### config.mk
export PLATFORM = sky130hd
export DESIGN_NAME = uart_intr_ctrl
export DESIGN_NICKNAME = d
export VERILOG_FILES = /design/src/hdl/uart_intr_ctrl.v
export VERILOG_INCLUDE_DIRS = /design/src /design/src/hdl
export SDC_FILE = /design/constraint.sdc
export NUM_CORES = 1
export LEC_CHECK = 0
export BUFFER_PORTS_ARGS = -buffer_cell sky130_fd_sc_hd__buf_2
export CORE_AREA = 5 5 127 129
export CTS_CLUSTER_DIAMETER = 200
export DETAILED_ROUTE_END_ITERATION = 8
export DIE_AREA = 0 0 132 134
export PLACE_DENSITY = 0.57
export SYNTH_ARGS = -nofsm -noshare
export SYNTH_HDL_FRONTEND = slang
export SYNTH_SLANG_ARGS = --single-unit
### constraint.sdc
create_clock -name mclk -period 2.6 [get_ports mclk]
set_input_delay 0.52 -clock mclk [delete_from_list [all_inputs] [get_ports mclk]]
set_output_delay 0.52 -clock mclk [all_outputs]
set_load 0.02 [all_outputs]
### src/hdl/uart_intr_ctrl_regs.vh
// Register offsets, field positions, reset values and timing counts
// for the serial controller interrupt, queue and modem control block.
// Assumes inclusion by bare name from design files under hdl/.
`ifndef UART_INTR_CTRL_REGS_VH
`define UART_INTR_CTRL_REGS_VH

// Byte addresses on the register bus.
`define OFS_RXBUF      8'h00
`define OFS_IENABLE    8'h04
`define OFS_IDENT      8'h08
`define OFS_MCTRL      8'h10
`define OFS_LSTAT      8'h14
`define OFS_MSTAT      8'h18
`define OFS_RXPUSH     8'h20
`define OFS_TXPUSH     8'h24
`define OFS_TXPOP      8'h28
`define OFS_STATUS     8'h2c

// Field positions.
`define IE_RXDATA      0
`define IE_TXEMPTY     1
`define IE_LINE        2
`define IE_MODEM       3
`define FC_ENABLE      0
`define FC_RXCLR       1
`define FC_TXCLR       2
`define FC_PINMODE     3
`define MC_LOOP        4

// Identification codes, bits 3..0.
`define ID_NONE        4'h1
`define ID_LINE        4'h6
`define ID_RXDATA      4'h4
`define ID_TIMEOUT     4'hc
`define ID_TXEMPTY     4'h2
`define ID_MODEM       4'h0

// Trigger levels in bytes.
`define TRIG_LVL0      5'h01
`define TRIG_LVL1      5'h04
`define TRIG_LVL2      5'h08
`define TRIG_LVL3      5'h0e

// Reset values.
`define RST_IENABLE    4'h0
`define RST_MCTRL      5'h00

// Character time in ns and the timeout length in character times.
`define CHAR_TIME_NS   1000000
`define TIMEOUT_CHARS  4
`define CLK_PERIOD_NS  100

`endif

### src/hdl/uart_intr_ctrl.v
// Interrupt ranking, queue control and modem control of a serial
// controller, reached over APB. Assumes one 10 MHz clock, and that
// receive and transmit queue activity is signalled through registers.
//
// Local design decisions: the placing of the registers and the APB interface to the registers.
`timescale 1ns/1ps
`include "uart_intr_ctrl_regs.vh"

// Functional notes
// Sources ranked: line status, receive data/timeout, tx empty, modem.
// Reading identification freezes the highest pending source.
// Ident bit 0 is 0 when pending; bits 2:1 name the source.
// Line errors post 0110; reading line status clears it.
// Data available or trigger level posts 0100; buffer read clears.
// Queue timeout after 4 idle character times posts 1100.
// Tx empty posts 0010; ident read or holding write clears.
// Modem change posts 0000; modem status read clears it.
// Ident bit 3 is zero in character mode, set on timeout.
// Ident bits 5:4 zero; bits 7:6 follow queue enable.
// Queue control is write-only sharing the ident address.
// Enable bit enables queues; writing zero empties both.
// Clear bits empty the chosen queue and self clear.
// Bit 3 selects ready pin mode 1 when enabled.
// Bits 7:6 select trigger level 1, 4, 8 or 14.
// Enable bits 3:0 gate four sources; bits 7:4 read zero.
// All enables clear inhibits ident and interrupt output.
// Modem control bits 3:0 drive active-low pins inverted.
// Loopback holds serial out at mark and forces pins high.
// In loopback, modem interrupts come from control bits.
// Writes to line and modem status bits raise interrupts.
// Software idles transmitter while changing loopback.
// Interrupt output high while any enabled source pends.
module uart_intr_ctrl #(
    parameter DEPTH        = 16,
    parameter TIMEOUT_CYC  = ((`CHAR_TIME_NS * `TIMEOUT_CHARS)
                              + `CLK_PERIOD_NS - 1) / `CLK_PERIOD_NS
) (
    input  wire        mclk,
    input  wire        rstn,
    input  wire        psel,
    input  wire        penable,
    input  wire        pwrite,
    input  wire [7:0]  paddr,
    input  wire [31:0] pwdata,
    output reg  [31:0] prdata,
    output reg         pready,
    output reg         pslverr,
    input  wire        serialIn,
    input  wire        txShiftOut,
    input  wire        ctsN,
    input  wire        dsrN,
    input  wire        ringN,
    input  wire        carrierDetectN,
    output reg         serialOut,
    output reg         rxShiftIn,
    output reg         dtrN,
    output reg         rtsN,
    output reg         out1N,
    output reg         out2N,
    output reg         irqOut,
    output reg         rxReadyPin,
    output reg         txReadyPin
);

    localparam CW = 5;
    localparam TW = 23;

    reg  [3:0]    ienable_ff;
    reg  [4:0]    mctrl_ff;
    reg           fifoEn_ff;
    reg           pinMode_ff;
    reg  [1:0]    trig_ff;
    reg  [CW-1:0] rxCnt_ff;
    reg  [CW-1:0] txCnt_ff;
    reg  [5:0]    lstat_ff;
    reg  [3:0]    mstat_ff;
    reg           thre_ff;
    reg  [TW-1:0] tmo_ff;
    reg  [3:0]    frozen_ff;
    reg           freeze_ff;
    reg  [3:0]    modemS1_ff;
    reg  [3:0]    modemS2_ff;
    reg  [3:0]    modemPrev_ff;
    reg           sinS1_ff;
    reg           sinS2_ff;

    wire          acc   = psel & penable & pready;
    wire          wrAcc = acc & pwrite;
    wire          rdAcc = acc & ~pwrite;
    wire [7:0]    wd    = pwdata[7:0];
    wire          wrMc  = wrAcc & (paddr == `OFS_MCTRL);

    // Modem input levels, active high, from pins or loopback controls.
    // In loopback clear-to-send follows request-to-send and data-set-ready
    // follows terminal-ready; ring and carrier follow the two auxiliaries.
    wire [3:0] modemLvl = mctrl_ff[`MC_LOOP]
                        ? {mctrl_ff[3:2], mctrl_ff[0], mctrl_ff[1]}
                        : ~modemS2_ff;

    // Trigger level decode.
    reg  [CW-1:0] trigLvl;
    always @* begin
        case (trig_ff)
            2'b00:   trigLvl = `TRIG_LVL0;
            2'b01:   trigLvl = `TRIG_LVL1;
            2'b10:   trigLvl = `TRIG_LVL2;
            default: trigLvl = `TRIG_LVL3;
        endcase
    end

    // Raw pending conditions for each source.
    wire lineP = |lstat_ff[4:1];
    wire rxP   = fifoEn_ff ? (rxCnt_ff >= trigLvl)
                           : lstat_ff[0];
    wire toP   = fifoEn_ff & (rxCnt_ff != {CW{1'b0}})
                 & (tmo_ff >= TIMEOUT_CYC[TW-1:0]);
    wire modP  = |mstat_ff;

    // Priority encode of enabled pending sources.
    reg [3:0] liveId;
    always @* begin
        if (ienable_ff[`IE_LINE] & lineP) begin
            liveId = `ID_LINE;
        end else if (ienable_ff[`IE_RXDATA] & toP) begin
            liveId = `ID_TIMEOUT;
        end else if (ienable_ff[`IE_RXDATA] & rxP) begin
            liveId = `ID_RXDATA;
        end else if (ienable_ff[`IE_TXEMPTY] & thre_ff) begin
            liveId = `ID_TXEMPTY;
        end else if (ienable_ff[`IE_MODEM] & modP) begin
            liveId = `ID_MODEM;
        end else begin
            liveId = `ID_NONE;
        end
    end

    // Identification seen by software; frozen during a read.
    wire [3:0] shownId = freeze_ff ? frozen_ff : liveId;
    wire [7:0] identRd = {{2{fifoEn_ff}}, 2'b00, shownId};

    wire rdIdent = rdAcc & (paddr == `OFS_IDENT);
    wire rdRxBuf = rdAcc & (paddr == `OFS_RXBUF);
    wire wrRxPsh = wrAcc & (paddr == `OFS_RXPUSH);
    wire wrTxPsh = wrAcc & (paddr == `OFS_TXPUSH);
    wire wrTxPop = wrAcc & (paddr == `OFS_TXPOP);
    wire wrFc    = wrAcc & (paddr == `OFS_IDENT);
    wire fcOn    = wrFc & wd[`FC_ENABLE];

    // Read data mux; unmapped addresses read zero with an error.
    reg [7:0] rdByte;
    reg       rdHit;
    always @* begin
        rdHit = 1'b1;
        case (paddr)
            `OFS_RXBUF:   rdByte = 8'h00;
            `OFS_IENABLE: rdByte = {4'h0, ienable_ff};
            `OFS_IDENT:   rdByte = identRd;
            `OFS_MCTRL:   rdByte = {3'b000, mctrl_ff};
            `OFS_LSTAT:   rdByte = {2'b00, lstat_ff};
            `OFS_MSTAT:   rdByte = {modemLvl, mstat_ff};
            `OFS_STATUS:  rdByte = {fifoEn_ff, pinMode_ff, 1'b0, rxCnt_ff};
            `OFS_RXPUSH:  rdByte = 8'h00;
            `OFS_TXPUSH:  rdByte = 8'h00;
            `OFS_TXPOP:   rdByte = {3'b000, txCnt_ff};
            default: begin
                rdByte = 8'h00;
                rdHit  = 1'b0;
            end
        endcase
    end

    // APB slave: one wait state, answer in the second access cycle.
    always @(posedge mclk or negedge rstn) begin
        if (!rstn) begin
            pready  <= 1'b0;
            prdata  <= 32'h00000000;
            pslverr <= 1'b0;
        end else begin
            pready  <= psel & penable & ~pready;
            prdata  <= (psel & penable & ~pready & ~pwrite)
                       ? {24'h000000, rdByte} : 32'h00000000;
            pslverr <= psel & penable & ~pready & ~rdHit;
        end
    end

    // Identification freeze: latched in the access, released after.
    always @(posedge mclk or negedge rstn) begin
        if (!rstn) begin
            freeze_ff <= 1'b0;
            frozen_ff <= `ID_NONE;
        end else begin
            freeze_ff <= psel & penable & ~pwrite & ~pready
                         & (paddr == `OFS_IDENT);
            if (!freeze_ff) begin
                frozen_ff <= liveId;
            end
        end
    end

    // Control registers: enables, modem control, queue control.
    always @(posedge mclk or negedge rstn) begin
        if (!rstn) begin
            ienable_ff <= `RST_IENABLE;
            mctrl_ff   <= `RST_MCTRL;
            fifoEn_ff  <= 1'b0;
            pinMode_ff <= 1'b0;
            trig_ff    <= 2'b00;
        end else begin
            if (wrAcc && paddr == `OFS_IENABLE) begin
                ienable_ff <= wd[3:0];
            end
            if (wrMc) begin
                mctrl_ff <= wd[4:0];
            end
            if (wrFc) begin
                fifoEn_ff <= wd[`FC_ENABLE];
                if (wd[`FC_ENABLE]) begin
                    pinMode_ff <= wd[`FC_PINMODE];
                    trig_ff    <= wd[7:6];
                end
            end
        end
    end

    // Queue occupancy counters with push, pop and clear.
    always @(posedge mclk or negedge rstn) begin
        if (!rstn) begin
            rxCnt_ff <= {CW{1'b0}};
            txCnt_ff <= {CW{1'b0}};
        end else begin
            if ((wrFc && !wd[`FC_ENABLE]) || (fcOn && wd[`FC_RXCLR])) begin
                rxCnt_ff <= {CW{1'b0}};
            end else if (wrRxPsh && rxCnt_ff < DEPTH[CW-1:0]) begin
                rxCnt_ff <= rxCnt_ff + 1'b1;
            end else if (rdRxBuf && rxCnt_ff != {CW{1'b0}}) begin
                rxCnt_ff <= rxCnt_ff - 1'b1;
            end
            if ((wrFc && !wd[`FC_ENABLE]) || (fcOn && wd[`FC_TXCLR])) begin
                txCnt_ff <= {CW{1'b0}};
            end else if (wrTxPsh && txCnt_ff < DEPTH[CW-1:0]) begin
                txCnt_ff <= txCnt_ff + 1'b1;
            end else if (wrTxPop && txCnt_ff != {CW{1'b0}}) begin
                txCnt_ff <= txCnt_ff - 1'b1;
            end
        end
    end

    // Timeout timer: reset by receive push, buffer read or an empty receive queue, counts while held.
    always @(posedge mclk or negedge rstn) begin
        if (!rstn) begin
            tmo_ff <= {TW{1'b0}};
        end else if (wrRxPsh || rdRxBuf || rxCnt_ff == {CW{1'b0}}) begin
            tmo_ff <= {TW{1'b0}};
        end else if (tmo_ff < TIMEOUT_CYC[TW-1:0]) begin
            tmo_ff <= tmo_ff + 1'b1;
        end
    end

    // Line status: bit 0 data ready, bits 4:1 errors; set beats clear.
    always @(posedge mclk or negedge rstn) begin
        if (!rstn) begin
            lstat_ff <= 6'h00;
            thre_ff  <= 1'b1;
        end else begin
            if (wrAcc && paddr == `OFS_LSTAT) begin
                lstat_ff <= wd[5:0];
            end else begin
                if (rdAcc && paddr == `OFS_LSTAT) begin
                    lstat_ff[4:1] <= 4'h0;
                end
                if (wrRxPsh) begin
                    lstat_ff[0] <= 1'b1;
                end else if (rdRxBuf) begin
                    lstat_ff[0] <= 1'b0;
                end
            end
            // Tx empty: pop to empty or pseudo write sets; clears win less.
            if (wrAcc && paddr == `OFS_LSTAT && wd[5]) begin
                thre_ff <= 1'b1;
            end else if (wrTxPop && txCnt_ff == 5'h01) begin
                thre_ff <= 1'b1;
            end else if (wrTxPsh || (rdIdent && shownId == `ID_TXEMPTY)) begin
                thre_ff <= 1'b0;
            end
        end
    end

    // Modem pins pass two flops; deltas set sticky bits over a read.
    always @(posedge mclk or negedge rstn) begin
        if (!rstn) begin
            modemS1_ff   <= 4'hf;
            modemS2_ff   <= 4'hf;
            modemPrev_ff <= 4'h0;
            mstat_ff     <= 4'h0;
            sinS1_ff     <= 1'b1;
            sinS2_ff     <= 1'b1;
        end else begin
            modemS1_ff   <= {carrierDetectN, ringN, dsrN, ctsN};
            modemS2_ff   <= modemS1_ff;
            sinS1_ff     <= serialIn;
            sinS2_ff     <= sinS1_ff;
            modemPrev_ff <= modemLvl;
            if (wrAcc && paddr == `OFS_MSTAT) begin
                mstat_ff <= wd[3:0] | mstat_ff;
            end else begin
                mstat_ff <= ((rdAcc && paddr == `OFS_MSTAT) ? 4'h0 : mstat_ff)
                    | {modemLvl[3] ^ modemPrev_ff[3],
                       modemPrev_ff[2] & ~modemLvl[2],
                       modemLvl[1:0] ^ modemPrev_ff[1:0]};
            end
        end
    end

    // Pin and interrupt outputs, all registered.
    always @(posedge mclk or negedge rstn) begin
        if (!rstn) begin
            serialOut  <= 1'b1;
            rxShiftIn  <= 1'b1;
            dtrN       <= 1'b1;
            rtsN       <= 1'b1;
            out1N      <= 1'b1;
            out2N      <= 1'b1;
            irqOut     <= 1'b0;
            rxReadyPin <= 1'b1;
            txReadyPin <= 1'b1;
        end else begin
            serialOut  <= mctrl_ff[`MC_LOOP] ? 1'b1 : txShiftOut;
            rxShiftIn  <= mctrl_ff[`MC_LOOP] ? txShiftOut : sinS2_ff;
            dtrN       <= mctrl_ff[`MC_LOOP] | ~mctrl_ff[0];
            rtsN       <= mctrl_ff[`MC_LOOP] | ~mctrl_ff[1];
            out1N      <= mctrl_ff[`MC_LOOP] | ~mctrl_ff[2];
            out2N      <= mctrl_ff[`MC_LOOP] | ~mctrl_ff[3];
            irqOut     <= (liveId != `ID_NONE);
            rxReadyPin <= (fifoEn_ff && pinMode_ff)
                          ? ~(rxP | toP) : ~lstat_ff[0];
            txReadyPin <= (fifoEn_ff && pinMode_ff)
                          ? (txCnt_ff == DEPTH[CW-1:0]) : ~thre_ff;
        end
    end

endmodule

==> impl_summary.log <==
[metrics] status: finished, final reports clean
[metrics] power per cell area: 630 nW/µm²
[metrics] largest net degree at the start of global routing: 41
[metrics] number of antenna violations at the first check in global routing: 0
[metrics] master of the slowest instance on the critical path: or4_4
[metrics] final critical path time including I/O delays and setup: 2390 ps
[metrics] CORE AREA: 14900 µm²
[metrics] top cell family by delay on the critical path: simple AND/OR/NAND/NOR gates
[metrics] insertion delay to the later sink of the worst-skew pair: 350 ps
[metrics] number of hold-repair buffers added at the cts stage: 0
[metrics] signed area change from the synthesized netlist to the final layout: 20.8%
[metrics] share of the core filled with cells in the final layout: 38.9%
[metrics] vias in the first global route: 3771
[metrics] synthesized flop and latch total: 95
[metrics] timing-limited maximum frequency: 0.418 GHz
[metrics] total track usage: 14.2%
[metrics] vias: 3766
[metrics] global-route wire length before repair: 19900 µm
[metrics] CTS max path bufs: 2
[metrics] cell-by-cell trace of the critical path: buf_2 > or4_4 > or3_4 > ha_4 > nor2b_1 > o21ai_0 > nand2b_1 > nor4_2 > a21oi_1 > a21oi_1
[metrics] layout cells sized above 1: 25.8%
[metrics] DRC violations left: 0
[metrics] post-layout net count: 626
[metrics] Die Outline Area: 17700 µm²
[metrics] final hold violation count: 0
[metrics] CTS sink cnt: 95
[metrics] Total Power Consumption: 0.00365 W
[metrics] Clock Skew: 9.96 ps
[metrics] distinct cell type count of the synthesized netlist: 59
[metrics] clock tree from TritonCTS: done
[metrics] GRT Residual Overflow: 0
[metrics] Final setup viols: 0
[metrics] post-cts resize count: 0
[metrics] initial standard-cell utilization of the core: 32.2%
[metrics] kind of start point of the critical path: input port
[metrics] placer congestion estimate: 0.887
[metrics] number of buffer and inverter stages on the critical path: 1
[metrics] number of setup buffers added after CTS: 0
[metrics] synthesized instance count: 476
[metrics] Critical Setup Path Class: in2reg
[metrics] via-per-instance ratio: 4.99
[metrics] clk root buf: clkbuf_16
[metrics] count of buffers inserted at the top-level ports: 45
[metrics] max-cap viol count: 0
[metrics] leakage: 2.55 nW
[metrics] Avg Inst Size Synth: 10.1 µm²
[metrics] total routed wirelength: 12100 µm
[metrics] I/O Pins: 94
[metrics] number of clock buffers inserted by TritonCTS: 9
[metrics] post-detailed-route count of antenna-violating nets: 0
[metrics] Synth Flop Type: dfrtp_1
[metrics] maximum level of the CTS H-tree: 3
[metrics] number of core rows: 45
[metrics] endpoint kind of the worst setup timing path: register
[metrics] transition time at the pin with the least slew margin: 808 ps
[metrics] max-slew violations: 0
[metrics] share of flip-flops with an asynchronous set or reset after synthesis: 100%
[metrics] Critical Path Fanout Max: 5
[metrics] maximum single-stage delay on the critical path: 550 ps
[metrics] proportion of synthesized chip area in sequential cells: 50.0%
[metrics] highest ir drop seen on vdd: 0.000451 V
[metrics] iteration-0 DRC count of the detailed router: 267
[metrics] DP Wirelength: 9020 µm
[metrics] number of diodes: 0
[metrics] vertical extent of the die: 134 µm
[metrics] setup repair after global routing missed its margin: no
[metrics] average routed wire per standard cell: 16.0 µm
[metrics] Critical Path RT: 2880 ps
[metrics] EDFF count, synth: 0
[metrics] Slew Limit Headroom: 45.8%
[metrics] path category of the worst min-delay check: in2async
[metrics] iteration count of the initial detailed-routing pass: 5
[metrics] total of warnings raised by yosys: 0
[metrics] clock slew at the register clock pins of the worst setup and hold paths: 70 ps
[metrics] period utilisation layout: 91.9%
[metrics] mapped cell area: 4800 µm²
[metrics] width of the chip: 132 µm
[metrics] Worst EP arrival: 2670 ps
[metrics] crit-path most repeated cell: a21oi_1
[layer usage]
layer | GRT usage [%] | routed length (µm)
met5 | 0 | 0
met4 | 4.97 | 147
met3 | 3.68 | 661
met2 | 22.3 | 5720
met1 | 19.0 | 5530
[placed cells by master (no fill, tap or decap), types with 14 or more instances in the layout]
master,synthesis,final
buf_4,24,39
inv_1,20,20
conb_1,1,24
xor2_1,15,15
dfrtp_1,75,75
o21ai_0,20,20
nand3_1,19,19
nand2_1,50,50
a21oi_1,17,17
nor2_1,43,43
buf_2,1,44
nor3_1,14,14
dfstp_2,20,20
[kinds of logic (layout without fill, tap and decap cells)]
family | Yosys count | in the layout | synth area share [%]
other | 1 | 24 | 0.0781
XOR/XNOR | 22 | 22 | 4.01
multiplexers | 15 | 15 | 3.36
AO/OA/AOI/OAI | 87 | 87 | 12.6
buffers and inverters | 54 | 121 | 6.12
adder cells (fa/ha/maj) | 14 | 14 | 3.80
flip-flops | 95 | 95 | 50.0
AND/OR/NAND/NOR | 188 | 188 | 20.0
[state kept, by name, summed over array words and instances, names as in the netlist, 2 cells and up]
register      flops
modemPrev_ff      4
rxCnt_ff          5
modemS1_ff        4
mctrl_ff          5
tmo_ff           23
txCnt_ff          5
mstat_ff          4
modemS2_ff        4
frozen_ff         4
ienable_ff        4
lstat_ff          6
trig_ff           2
prdata            8
[final timing paths]
path                                         startpoint                      end  slack [ps]  depth (start not counted)
worst min-delay path                               rstn   trig_ff[1]$_DFFE_PN0P_         130                          1
worst min register to register  modemS1_ff[3]$_DFF_PN1_  modemS2_ff[3]$_DFF_PN1_         350                          0
max in group asynchronous                          rstn  modemS1_ff[3]$_DFF_PN1_        1780                          2
worst max register to register         pready$_DFF_PN0_  rxCnt_ff[4]$_DFFE_PN0P_         340                         10
min in group mclk                                  ctsN  modemS1_ff[0]$_DFF_PN1_         260                          1
worst max-delay path                           paddr[1]  rxCnt_ff[4]$_DFFE_PN0P_         210                         10
[report_power, final]
group,internal [W],switching [W],total [W]
logic,0.000208,0.000326,0.000533
clock network,0.000730,0.000623,0.00135
registers,0.00163,0.000138,0.00177
total,0.00257,0.00109,0.00365
[synthesized netlist by cell type (4+ instances only)]
cell type / instances / area (µm²)
dfstp_2: 20 / 526
and3_1: 5 / 31.3
a21o_1: 4 / 30.0
nor2b_1: 4 / 25.0
o21ai_0: 20 / 100
a21oi_1: 17 / 85.1
and2_1: 8 / 50.1
a31oi_1: 7 / 43.8
xor2_1: 15 / 131
nand2_1: 50 / 188
xnor2_1: 7 / 61.3
ha_1: 13 / 163
or4_1: 4 / 30.0
nand4_1: 5 / 31.3
dfrtp_1: 75 / 1880
inv_1: 20 / 75.1
nor4_1: 7 / 43.8
nand3_1: 19 / 95.1
clkbuf_1: 8 / 30.0
nor4b_1: 5 / 43.8
nand2b_1: 6 / 37.5
buf_4: 24 / 180
mux2i_1: 6 / 60.1
o22a_1: 6 / 52.6
nor3_1: 14 / 70.1
nor2_1: 43 / 161
or3_1: 4 / 25.0
a22oi_1: 9 / 67.6
mux2_2: 9 / 101
[metrics by stage]
stage | area, µm² | instances | setup slack, ps | hold slack [ps] | TNS (ps)
2_1_floorplan | 4910 | 499 | 82.0 | 224 | 0
3_3_place_gp | 5480 | 738 | -156 | 347 | -198
3_5_place_dp | 5480 | 738 | -167 | 347 | -277
4_1_cts | 5790 | 754 | 188 | 149 | 0
5_1_grt | 5800 | 754 | 24.9 | 170 | 0
6_report | 5800 | 754 | 210 | 133 | 0
[layout make-up]
type / count / area [µm²]
clock buffers: 10 / 250
clock inverters: 6 / 57.6
fillers: 1452 / 9120
inverters: 20 / 75.1
multi-input cells: 350 / 2230
flip-flops and latches: 95 / 2400
well taps: 188 / 235
repair buffers: 85 / 553
Power figures use the tool's default switching activity.
